**config.mk**
```make
export PLATFORM = sky130hd
export DESIGN_NAME = bpp_port
export DESIGN_NICKNAME = d
export VERILOG_FILES = /design/src/design/bpp_pkg.sv /design/src/design/bpp_port.sv
export SDC_FILE = /design/constraint.sdc
export NUM_CORES = 1
export LEC_CHECK = 0
export ABC_AREA = 0
export ABC_CLOCK_PERIOD_IN_PS = 2400
export BUFFER_PORTS_ARGS = -buffer_cell sky130_fd_sc_hd__buf_2
export CAP_MARGIN = 20
export CORE_ASPECT_RATIO = 0.7
export CORE_MARGIN = 4
export CORE_UTILIZATION = 38
export DETAILED_ROUTE_END_ITERATION = 16
export GPL_ROUTABILITY_DRIVEN = 1
export MAX_ROUTING_LAYER = met4
export PLACE_DENSITY = 0.77
export SLEW_MARGIN = 5
export SYNTH_ARGS = -nofsm -noshare
export SYNTH_HDL_FRONTEND = slang
export SYNTH_SLANG_ARGS = --single-unit
```
**constraint.sdc**
```tcl
create_clock -name sys_clk_in -period 2.4 [get_ports sys_clk_in]
set_clock_uncertainty 0.1 [all_clocks]
set_input_delay 0.12 -clock sys_clk_in [delete_from_list [all_inputs] [get_ports sys_clk_in]]
set_output_delay 0.12 -clock sys_clk_in [all_outputs]
set_load 0.005 [all_outputs]
```
**src/design/bpp_pkg.sv**
```systemverilog
// Constants, types and register map of the bidirectional port pin block
// Overview of operation
// - Writing one to an input-sample bit inverts that pin's output latch bit.
// - Direction zero, latch zero: input, no pull-up, global disable ignored.
// - Direction zero, latch one, pull-ups allowed: input with pull-up on.
// - Global pull-up disable turns off every pull-up on pins without a pull-up override.
// - Direction one drives the latch value; pull-up is off on pins without a pull-up override.
// - Pin level is readable in the input-sample bit in either direction.
// - Input path: half-cycle latch stage then a rising-edge register.
// - External pin change appears in the sample within half to 1.5 cycles.
// - A software-written level reaches the sample exactly one cycle later.
// - Sleep clamp forces the digital input low in deep sleep on pins without external interrupts enabled.
// - External-interrupt-enabled pins escape the clamp; disabled ones do not.
// - Clamp release on a high pin yields an edge for interrupt logic.
// - Latch-enabled pull-ups are off while reset is active.
// - Alternate functions override pull-up, direction, value, toggle, input.
// - Pull-up follows its override value when enabled, else rule 010.
// - Driver enable follows direction override value when its enable is set.
// - Enabled driver outputs the value override when its enable is set.
// - Input enable follows its override value instead of the sleep clamp.
package bpp_pkg;

    // ======================================================
    // Port geometry
    localparam int PORT_WIDTH = 8;

    // ======================================================
    // Register map, byte addresses of aligned 32-bit words
    localparam logic [7:0] ADDR_DIRECTION = 8'h00; // port_direction_register
    localparam logic [7:0] ADDR_LATCH     = 8'h04; // port_output_latch_register
    localparam logic [7:0] ADDR_SAMPLE    = 8'h08; // port_input_sample_register
    localparam logic [7:0] ADDR_CONTROL   = 8'h0C; // mcu_control_register
    localparam int         ADDR_W         = 8;
    localparam int         CTRL_PU_OFF    = 0;     // global_pullup_disable

    // ======================================================
    // Reset values and bus answers
    localparam logic [PORT_WIDTH-1:0] PINS_RESET = 8'h00;
    localparam logic [1:0]  RESP_OKAY   = 2'h0;
    localparam logic [1:0]  RESP_SLVERR = 2'h2;
    localparam logic [31:0] DATA_ZERO   = 32'h00000000;

    // ======================================================
    // Bus handshake states
    typedef enum logic [2:0] {
        BUS_IDLE   = 3'b001,
        BUS_ACCEPT = 3'b010,
        BUS_RESP   = 3'b100
    } bpp_bus_state_t;

    // Per-pin alternate function overrides
    typedef struct packed {
        logic [PORT_WIDTH-1:0] pullup_override_enable;
        logic [PORT_WIDTH-1:0] pullup_override_value;
        logic [PORT_WIDTH-1:0] direction_override_enable;
        logic [PORT_WIDTH-1:0] direction_override_value;
        logic [PORT_WIDTH-1:0] value_override_enable;
        logic [PORT_WIDTH-1:0] value_override_value;
        logic [PORT_WIDTH-1:0] latch_toggle_override_enable;
        logic [PORT_WIDTH-1:0] input_enable_override_enable;
        logic [PORT_WIDTH-1:0] input_enable_override_value;
    } bpp_override_t;

    // Pad drive bundle
    typedef struct packed {
        logic [PORT_WIDTH-1:0] drive_enable;
        logic [PORT_WIDTH-1:0] drive_value;
        logic [PORT_WIDTH-1:0] pullup_enable;
    } bpp_pad_t;

endpackage : bpp_pkg

```
**src/design/bpp_port.sv**
```systemverilog
// Bidirectional port pin control with AXI4-Lite register access
`timescale 1ns/1ps
`default_nettype none
module bpp_port
    import bpp_pkg::*;
(
    input  wire logic                  sys_clk_in,     // 100 MHz clock
    input  wire logic                  rst_n_in,       // Sync reset, low
    // AXI4-Lite write address / data / response
    input  wire logic [ADDR_W-1:0]     s_axi_awaddr,   // Write address
    input  wire logic                  s_axi_awvalid,  // Address valid
    output var  logic                  s_axi_awready,  // Address taken
    input  wire logic [31:0]           s_axi_wdata,    // Write data
    input  wire logic [3:0]            s_axi_wstrb,    // Byte enables
    input  wire logic                  s_axi_wvalid,   // Data valid
    output var  logic                  s_axi_wready,   // Data taken
    output var  logic [1:0]            s_axi_bresp,    // Write response
    output var  logic                  s_axi_bvalid,   // Response valid
    input  wire logic                  s_axi_bready,   // Response taken
    // AXI4-Lite read
    input  wire logic [ADDR_W-1:0]     s_axi_araddr,   // Read address
    input  wire logic                  s_axi_arvalid,  // Address valid
    output var  logic                  s_axi_arready,  // Address taken
    output var  logic [31:0]           s_axi_rdata,    // Read data
    output var  logic [1:0]            s_axi_rresp,    // Read response
    output var  logic                  s_axi_rvalid,   // Data valid
    input  wire logic                  s_axi_rready,   // Data taken
    // Pads and system
    input  wire logic [PORT_WIDTH-1:0] pad_in,         // Resolved pad level
    output var  bpp_pad_t              pad_out,        // Drive, oe, pull-up
    input  wire logic                  sleep_clamp_in, // Deep sleep active
    input  wire logic [PORT_WIDTH-1:0] ext_int_en_in,  // Ext irq enabled
    input  wire bpp_override_t         override_in,    // Alt overrides
    output var  logic [PORT_WIDTH-1:0] alt_function_digital_input_out, // Alt in
    output var  logic [PORT_WIDTH-1:0] pin_input_sample_out // Synced pins
);

    // ======================================================
    // State
    bpp_bus_state_t        wr_state, next_wr_state;
    bpp_bus_state_t        rd_state, next_rd_state;
    logic [PORT_WIDTH-1:0] pin_direction_bit, next_pin_direction_bit;
    logic [PORT_WIDTH-1:0] pin_output_latch_bit, next_pin_output_latch_bit;
    logic                  global_pullup_disable, next_global_pullup_disable;
    logic                  awready, next_awready;
    logic                  wready, next_wready;
    logic                  bvalid, next_bvalid;
    logic [1:0]            bresp, next_bresp;
    logic                  arready, next_arready;
    logic                  rvalid, next_rvalid;
    logic [1:0]            rresp, next_rresp;
    logic [31:0]           rdata, next_rdata;
    bpp_pad_t              pad, next_pad;
    logic [PORT_WIDTH-1:0] sync_half;      // Falling-edge stage
    logic [PORT_WIDTH-1:0] sample, next_sample;
    logic [PORT_WIDTH-1:0] digital_in;     // Pad after clamp
    logic [PORT_WIDTH-1:0] input_enable;
    logic [PORT_WIDTH-1:0] wr_mask;
    logic [PORT_WIDTH-1:0] wr_bits;
    logic [31:0]           strb_mask;
    logic                  wr_fire;

    // ======================================================
    // Input path: clamp then two-stage synchroniser
    // Clamp is lifted on pins with external interrupts enabled
    always_comb begin
        input_enable = ~({PORT_WIDTH{sleep_clamp_in}} & ~ext_int_en_in);
        input_enable = (override_in.input_enable_override_enable
                        & override_in.input_enable_override_value)
                     | (~override_in.input_enable_override_enable
                        & input_enable);
        digital_in   = pad_in & input_enable;
    end

    // Closes at the falling edge, like a latch transparent while high
    always_ff @(negedge sys_clk_in) begin
        if (!rst_n_in) begin
            sync_half <= PINS_RESET;
        end else begin
            sync_half <= digital_in;
        end
    end

    // Second stage at the next rising edge
    always_comb begin
        next_sample = sync_half;
    end

    // ======================================================
    // Write data lane masking
    always_comb begin
        for (int b = 0; b < 4; b++) begin
            strb_mask[b*8 +: 8] = {8{s_axi_wstrb[b]}};
        end
        wr_bits = s_axi_wdata[PORT_WIDTH-1:0] & strb_mask[PORT_WIDTH-1:0];
        wr_mask = strb_mask[PORT_WIDTH-1:0];
        wr_fire = (wr_state == BUS_ACCEPT);
    end

    // ======================================================
    // Write channel and pin registers
    always_comb begin
        next_wr_state              = wr_state;
        next_awready               = 1'b0;
        next_wready                = 1'b0;
        next_bvalid                = bvalid;
        next_bresp                 = bresp;
        next_pin_direction_bit     = pin_direction_bit;
        next_pin_output_latch_bit  = pin_output_latch_bit
                                   ^ override_in.latch_toggle_override_enable;
        next_global_pullup_disable = global_pullup_disable;
        case (wr_state)
            BUS_IDLE: begin
                if (s_axi_awvalid && s_axi_wvalid) begin
                    next_awready  = 1'b1;
                    next_wready   = 1'b1;
                    next_wr_state = BUS_ACCEPT;
                end
            end
            BUS_ACCEPT: begin
                next_bresp    = RESP_OKAY;
                next_bvalid   = 1'b1;
                next_wr_state = BUS_RESP;
                if (s_axi_awaddr == ADDR_DIRECTION) begin
                    next_pin_direction_bit = (pin_direction_bit & ~wr_mask)
                                           | wr_bits;
                end else if (s_axi_awaddr == ADDR_LATCH) begin
                    next_pin_output_latch_bit =
                        (pin_output_latch_bit & ~wr_mask) | wr_bits;
                end else if (s_axi_awaddr == ADDR_SAMPLE) begin
                    next_pin_output_latch_bit = next_pin_output_latch_bit
                                              ^ wr_bits;
                end else if (s_axi_awaddr == ADDR_CONTROL) begin
                    if (s_axi_wstrb[0]) begin
                        next_global_pullup_disable =
                            s_axi_wdata[CTRL_PU_OFF];
                    end
                end else begin
                    next_bresp = RESP_SLVERR;
                end
            end
            BUS_RESP: begin
                if (s_axi_bready) begin
                    next_bvalid   = 1'b0;
                    next_wr_state = BUS_IDLE;
                end
            end
            default: begin
                next_wr_state = BUS_IDLE;
            end
        endcase
    end

    // ======================================================
    // Read channel
    always_comb begin
        next_rd_state = rd_state;
        next_arready  = 1'b0;
        next_rvalid   = rvalid;
        next_rresp    = rresp;
        next_rdata    = rdata;
        case (rd_state)
            BUS_IDLE: begin
                if (s_axi_arvalid) begin
                    next_arready  = 1'b1;
                    next_rd_state = BUS_ACCEPT;
                end
            end
            BUS_ACCEPT: begin
                next_rvalid   = 1'b1;
                next_rresp    = RESP_OKAY;
                next_rdata    = DATA_ZERO;
                next_rd_state = BUS_RESP;
                if (s_axi_araddr == ADDR_DIRECTION) begin
                    next_rdata[PORT_WIDTH-1:0] = pin_direction_bit;
                end else if (s_axi_araddr == ADDR_LATCH) begin
                    next_rdata[PORT_WIDTH-1:0] = pin_output_latch_bit;
                end else if (s_axi_araddr == ADDR_SAMPLE) begin
                    next_rdata[PORT_WIDTH-1:0] = sample;
                end else if (s_axi_araddr == ADDR_CONTROL) begin
                    next_rdata[CTRL_PU_OFF] = global_pullup_disable;
                end else begin
                    next_rresp = RESP_SLVERR;
                end
            end
            BUS_RESP: begin
                if (s_axi_rready) begin
                    next_rvalid   = 1'b0;
                    next_rd_state = BUS_IDLE;
                end
            end
            default: begin
                next_rd_state = BUS_IDLE;
            end
        endcase
    end

    // ======================================================
    // Pad control from the values the registers are about to take
    always_comb begin
        next_pad.pullup_enable =
            (override_in.pullup_override_enable
             & override_in.pullup_override_value)
          | (~override_in.pullup_override_enable & ~next_pin_direction_bit
             & next_pin_output_latch_bit
             & ~{PORT_WIDTH{next_global_pullup_disable}});
        next_pad.drive_enable =
            (override_in.direction_override_enable
             & override_in.direction_override_value)
          | (~override_in.direction_override_enable
             & next_pin_direction_bit);
        next_pad.drive_value =
            (override_in.value_override_enable
             & override_in.value_override_value)
          | (~override_in.value_override_enable
             & next_pin_output_latch_bit);
    end

    // ======================================================
    // Registers
    always_ff @(posedge sys_clk_in) begin
        if (!rst_n_in) begin
            wr_state              <= BUS_IDLE;
            rd_state              <= BUS_IDLE;
            pin_direction_bit     <= PINS_RESET;
            pin_output_latch_bit  <= PINS_RESET;
            global_pullup_disable <= 1'b0;
            awready               <= 1'b0;
            wready                <= 1'b0;
            bvalid                <= 1'b0;
            bresp                 <= RESP_OKAY;
            arready               <= 1'b0;
            rvalid                <= 1'b0;
            rresp                 <= RESP_OKAY;
            rdata                 <= DATA_ZERO;
            pad                   <= '0;
            sample                <= PINS_RESET;
            alt_function_digital_input_out <= PINS_RESET;
        end else begin
            wr_state              <= next_wr_state;
            rd_state              <= next_rd_state;
            pin_direction_bit     <= next_pin_direction_bit;
            pin_output_latch_bit  <= next_pin_output_latch_bit;
            global_pullup_disable <= next_global_pullup_disable;
            awready               <= next_awready;
            wready                <= next_wready;
            bvalid                <= next_bvalid;
            bresp                 <= next_bresp;
            arready               <= next_arready;
            rvalid                <= next_rvalid;
            rresp                 <= next_rresp;
            rdata                 <= next_rdata;
            pad                   <= next_pad;
            sample                <= next_sample;
            alt_function_digital_input_out <= digital_in;
        end
    end

    // Output wiring
    always_comb begin
        s_axi_awready        = awready;
        s_axi_wready         = wready;
        s_axi_bvalid         = bvalid;
        s_axi_bresp          = bresp;
        s_axi_arready        = arready;
        s_axi_rvalid         = rvalid;
        s_axi_rresp          = rresp;
        s_axi_rdata          = rdata;
        pad_out              = pad;
        pin_input_sample_out = sample;
    end
endmodule : bpp_port
`default_nettype wire
```
==> reports/qor.yml, run 1 <==
status: "complete, no violations"
layout_common_cells: "175 x buf_2, 84 x dfxtp_1, 63 x dlygate4sd3_1, 47 x nor2_1, 32 x nand2_1"
max-vdd-ir-drop_uv: 390.8
insertedDiodeCount: 0
p_clk_share_pct: 38.6
arrival_ps: 2440
portBuffers: 175
setup.worst_path.end_class: "flip-flop"
ys_types: 55
synthAdderAreaFrac_pct: 0
dr.pass1.iters: 4
clock_latency_ps: 390
antenna_found_initial: 0
cts-root-buf: "clkbuf_16"
placed_cell_area_sq_um: 4770
finalSetupViolCount: 0
syn_inst: 424
p_leak_nw: 2.778
hp-class: "in2reg"
nFillCells: 865
syn_area_sq_um: 3847
via_per_inst: 4.984
synth-seq-area-share_pct: 44.23
max_freq_mhz: 430.8
tightest_slew_ps: 479.0
period_share_pct: 96.71
holdWs_ps: 20.35
p_switching_mw: 0.8446
synth_xor_area_share_pct: 1.821
crit_chain: "or3b_2 > buf_4 > a21oi_1 > a31o_1 > o31ai_1 > dlygate4sd3_1"
critPathKind: "reg2reg"
final_common_cell: "buf_2"
hold_viol_final: 0
die_w_microns: 128.3
num_rows: 30
ys.flop_type: "dfxtp_1"
grt-ovfl-total: 0
setup_tns_ps: 0
routabilityCongestion: 0.8300
dr_wl_met3_microns: 926
wl_met2_mm: 6.239
boundaryPins: 229
synthSimpleGateAreaFrac_pct: 21.07
seqPwrFrac_pct: 45.3
cts_made_buffers: 9
drc: 0
switching_share_pct: 25.24
cp.required_ps: 2520
avgSynthCellArea_sq_um: 9.074
async_flop_share_pct: 0
cts_sinks: 85
final_util_pct: 58.10
grt_usage_pct: 21.56
nNetsFinal: 817
start_util_pct: 39.27
stdcell_area_sq_um: 5692
grt_max_degree: 31
path_clk_slew_ps: 60
wl_per_cell_microns: 15.83
layout-area-overhead-vs-synth_pct: 47.93
grt_pass1_vias: 4086
via_count: 3992
wl_met1_mm: 5.295
synthMuxAreaShare_pct: 8.780
ctsHtreeMaxLevel: 3
routed_wl_mm: 12.68
critical_path.max_stage_delay_ps: 570
die_h_microns: 92.19
top_layer: "met4"
max_cap_viol_count: 0
critPathSlowestCell: "dlygate4sd3_1"
drtAntennaViolNets: 0
yosys_warnings: 0
synth_top_family_by_area: "simple AND/OR/NAND/NOR gates"
internal-power_mw: 2.501
drive_gt1_share_pct: 31.50
dp_hpwl_mm: 9.100
ys_ff_latch: 85
cts_max_path_buffers: 2
cts_tree: "yes"
critPathTopFamily: "buffers and inverters"
drv_slew: 0
synth_edf_count: 0
grt_pass1_wl_mm: 19.50
cp-start-kind: "flip-flop"
crit_fanout: 7
relSlewSlack_pct: 67.24
core_sq_um: 9797
combPwrFrac_pct: 16.0
post-route-min-period_ps: 2321
synth_compound_area_share_pct: 15.09
drt_iter0_drc: 184
rsz0062_at_grt: "false"
crit_buf_inv: 2
dieArea_sq_um: 11820
power.density_nw_per_um2: 587.8
-- power by group through the flow --
stage | clock [mW] | sequential [mW] | combinational (mW)
2_1_floorplan | 0.0231 | 1.54 | 0.257
3_3_place_gp | 0.0231 | 1.54 | 0.433
3_5_place_dp | 0.0231 | 1.54 | 0.447
4_1_cts | 1.32 | 1.52 | 0.527
5_1_grt | 1.40 | 1.52 | 0.592
6_report | 1.29 | 1.52 | 0.537
-- flip-flops by register name, summed over array words and instances (netlist names) --
signal	count
alt_function_digital_input_out	8
pad_out	24
pin_direction_bit	8
s_axi_bresp	1
s_axi_rdata	8
next_sample	8
s_axi_wready	1
s_axi_rvalid	1
pin_output_latch_bit	8
rd_state	3
s_axi_rresp	1
wr_state	3
s_axi_bvalid	1
s_axi_arready	1
global_pullup_disable	1
pin_input_sample_out	8
-- through the flow --
stage | setup WS (ps) | instances | power (mW)
2_1_floorplan | 228.4 | 449 | 1.824
4_1_cts | 52.72 | 801 | 3.362
5_1_grt | 24.48 | 801 | 3.514
3_5_place_dp | 166.4 | 716 | 2.014
6_report | 78.88 | 801 | 3.346
3_3_place_gp | 212.8 | 716 | 1.998
-- worst min-delay path: cells and delay by family --
kind            cells  cell delay, ps
compound gates      1              60
simple gates        2             160
buf+inv             1              80
-- layout make-up --
type | instances | area (sq um) | share of cell area, %
clock inverters | 11 | 47.55 | 0.8353
clock buffers | 12 | 246.5 | 4.331
multi-input cells | 303 | 1897 | 33.33
well taps | 128 | 160.2 | 2.814
repair buffers | 249 | 1589 | 27.92
flip-flops and latches | 85 | 1703 | 29.92
inverters | 13 | 48.80 | 0.8573
-- cell families (layout without fill, tap and decap cells) --
kind of cell,count (synthesis),count (layout)
simple gates,150,150
compound gates,87,87
mux,32,32
xor+xnor,8,8
other cells,1,26
flops,85,85
buf+inv,61,285
-- final timing paths --
kind                               start                     endpoint  slack, ps  cells after the start
max             wr_state[1]$_SDFFE_PN0P_        pad_out[8]$_SDFF_PN0_         80                      6
min                      override_in[40]       pad_out[16]$_SDFF_PN0_         20                      4
max reg2reg     wr_state[1]$_SDFFE_PN0P_        pad_out[8]$_SDFF_PN0_         80                      6
min reg2reg  s_axi_bresp[1]$_SDFFE_PN0N_  s_axi_bresp[1]$_SDFFE_PN0N_        400                      1
-- per-layer routing --
metal | track usage (%) | vias to the layer above
li1 | - | 1935
met5 | - | -
met3 | 5.704 | 24
met2 | 36.09 | 167
met1 | 25.65 | 1866
met4 | 5.830 | 0
-- synthesized netlist by cell type (all sizes together) (2+ instances only) --
master,number,share of area (%)
clkbuf,14,1.4
mux2i,30,7.9
inv,14,1.4
nand3b,4,0.78
nand3,9,1.2
dfxtp,85,44
o21a,8,1.6
buf,33,6.2
or4,2,0.49
a22oi,8,1.6
xor2,6,1.4
and2,21,3.4
a31o,2,0.46
nor4,4,1.4
xnor2,2,0.46
a2111oi,6,1.4
a21oi,25,3.3
o21ai,18,2.3
nand4,4,0.81
o22a,5,1.1
a32oi,6,1.4
nand4b,9,2.0
a31oi,2,0.33
nor2b,3,0.49
nand2,32,3.1
o31ai,2,0.39
nor3,6,0.78
nor2,47,4.6
-- timing repair --
item                                    4_1_cts  5_1_grt
buffers inserted                              0        0
endpoints found under the setup margin        0        3
gates resized for setup                       0        1
endpoints found under the hold margin        31        0
hold buffers                                 63        0
No activity file was read; power rests on OpenSTA's default activity.
==> run 2, diff against run 1 <==
Settings changed: ABC_CLOCK_PERIOD_IN_PS 2400 to 2550.
Clock period 2.4 ns to 2.55 ns, I/O delays scaled along.
==> run 2 against run 1 <==
  * Cell area is 0.66% lower
  * Die area unchanged
  * Final cell count decreased by 0.87%
  * Critical path depth is the same
  * Non-clock buffer count fell by 8
  * Largest power group unchanged
==> reports/qor.yml, run 2 (synthesis results as in run 1) <==
status: "complete, no violations"  # unchanged
routed_wl_mm: 12.62  # was 12.68 mm
nFillCells: 857  # was 865
hold_depth: 4  # unchanged
dp_hpwl_mm: 9.248  # was 9.100 mm
routabilityCongestion: 0.8169  # was 0.8300
final_cell_count_no_fill: 794  # was 801
dp.cells: 712  # was 716
portBuffers: 175  # unchanged
holdWs_ps: 9.014  # was 20.35 ps
max-vdd-ir-drop_uv: 403.8  # was 390.8 uV
rsz0062_at_grt: "false"  # unchanged
antenna_found_initial: 0  # unchanged
path_clk_slew_ps: 60  # about the same
drt_iter0_drc: 178  # was 184
post-route-min-period_ps: 2311  # was 2321 ps
via_count: 3956  # was 3,992
drtAntennaViolNets: 0  # unchanged
insertedDiodeCount: 0  # unchanged
tightest_slew_ps: 599.5  # was 479.0 ps
clock_latency_ps: 390  # about the same
die_w_microns: 128.3  # unchanged
grt_pass1_wl_mm: 19.59  # was 19.50 mm
hold_viol_final: 0  # unchanged
period_share_pct: 90.61  # was 96.71%
cts_tree: "yes"  # unchanged
relSlewSlack_pct: 59.99  # was 67.24%
layout_common_cells: "175 x buf_2, 85 x dfxtp_1, 59 x dlygate4sd3_1, 47 x nor2_1, 32 x nand2_1"  # was 175 x buf_2, 84 x dfxtp_1, 63 x dlygate4sd3_1, 47 x nor2_1, 32 x nand2_1
cts_sinks: 85  # unchanged
dieArea_sq_um: 11820  # unchanged
cp.required_ps: 2730  # was 2520 ps
die_h_microns: 92.19  # unchanged
final_common_cell: "buf_2"  # unchanged
setup_tns_ps: 0  # unchanged
finalSetupViolCount: 0  # unchanged
grt_max_degree: 31  # unchanged
cp-start-kind: "flip-flop"  # unchanged
critPathTopFamily: "simple AND/OR/NAND/NOR gates"  # was buffers and inverters
cts_max_path_buffers: 2  # unchanged
nNetsFinal: 809  # was 817
arrival_ps: 2490  # was 2440 ps
power.density_nw_per_um2: 570.7  # was 587.8 nW/um^2
grt_pass1_vias: 4065  # was 4,086
postCtsSetupRepairBufs: 0  # unchanged
drive_gt1_share_pct: 31.23  # was 31.50%
setup.worst_path.end_class: "flip-flop"  # unchanged
critPathSlowestCell: "or3b_2"  # was dlygate4sd3_1
max_freq_mhz: 432.8  # was 430.8 MHz
critPathKind: "reg2reg"  # unchanged
crit_chain: "or3b_2 > nor4_4 > mux2i_2 > buf_4 > and4b_1 > a32o_1"  # was or3b_2 > buf_4 > a21oi_1 > a31o_1 > o31ai_1 > dlygate4sd3_1
max_cap_viol_count: 0  # unchanged
crit_fanout: 8  # was 7
ctsHtreeMaxLevel: 3  # unchanged
hp-class: "in2reg"  # unchanged
r2r_cells: 6  # unchanged
dr.pass1.iters: 5  # was 4
start_util_pct: 39.27  # unchanged
core_sq_um: 9797  # unchanged
p_leak_nw: 2.756  # was 2.778 nW
drc: 0  # unchanged
grt-ovfl-total: 0  # unchanged
cts_made_buffers: 9  # unchanged
num_rows: 30  # unchanged
grt_usage_pct: 21.46  # was 21.56%
boundaryPins: 229  # unchanged
cp.depth: 6  # unchanged
critical_path.max_stage_delay_ps: 600  # was 570 ps
via_per_inst: 4.982  # was 4.984
seq_area_sq_um: 1702  # was 1703 sq um
wl_per_cell_microns: 15.89  # was 15.83 microns
layout-area-overhead-vs-synth_pct: 46.96  # was 47.93%
drv_slew: 0  # unchanged
finalPower_mw: 3.227  # was 3.346 mW
crit_buf_inv: 1  # was 2
cts-root-buf: "clkbuf_16"  # unchanged
multi_input_area_sq_um: 1903  # was 1897 sq um
largest_register_ffs: 24  # unchanged
final_util_pct: 57.71  # was 58.10%
-- run 2: repair_timing --
item | 4_1_cts | 5_1_grt
setup endpoints to repair | 0 | 2
hold buffers | 59 | 0
gates resized for setup | 0 | 1
endpoints found under the hold margin | 31 | 0
-- run 2: metrics by stage --
stage / area, sq um / worst slack (ps)
4_1_cts: 5648 / 186.2
2_1_floorplan: 3941 / 295.9
3_3_place_gp: 4740 / 316.5
3_5_place_dp: 4740 / 206.8
5_1_grt: 5654 / 129.3
6_report: 5654 / 239.4
-- run 2: final timing paths --
check	slack [ps]	end	startpoint
worst max register to register	240	pad_out[5]$_SDFF_PN0_	wr_state[1]$_SDFFE_PN0P_
worst min-delay path	9	pad_out[19]$_SDFF_PN0_	override_in[43]
worst max-delay path	240	pad_out[5]$_SDFF_PN0_	wr_state[1]$_SDFFE_PN0P_
worst min register to register	400	s_axi_rdata[6]$_SDFFE_PN0P_	s_axi_rdata[6]$_SDFFE_PN0P_
-- run 2: cell type report --
type	instances	share of cell area [%]
multi-input combinational	303	33.66
sequential	85	30.10
clock inverter	11	0.8852
inverter	13	0.8630
timing repair buffer	241	26.86
tap	128	2.832
clock buffer	13	4.802
-- run 2: worst min-delay path, cell delays in order --
cell     delay (ps)
buf_2            80
nand2_1          40
o21a_1           90
nor2_1           70
-- run 2: metal layers --
metal  vias to the layer above  part of all wire (%)  global-route usage (%)
met3                        26                   8.3                   4.889
met2                       193                    48                   36.18
met5                         -                     0                       -
met4                         0                   2.0                   6.184
met1                      1818                    42                   25.65
li1                       1919                     -                       -
-- run 2: report_power, final --
group	internal (mW)	total, mW	switching (mW)
Clock	0.762	1.30	0.536
Sequential	1.39	1.43	0.0335
Combinational	0.261	0.501	0.241
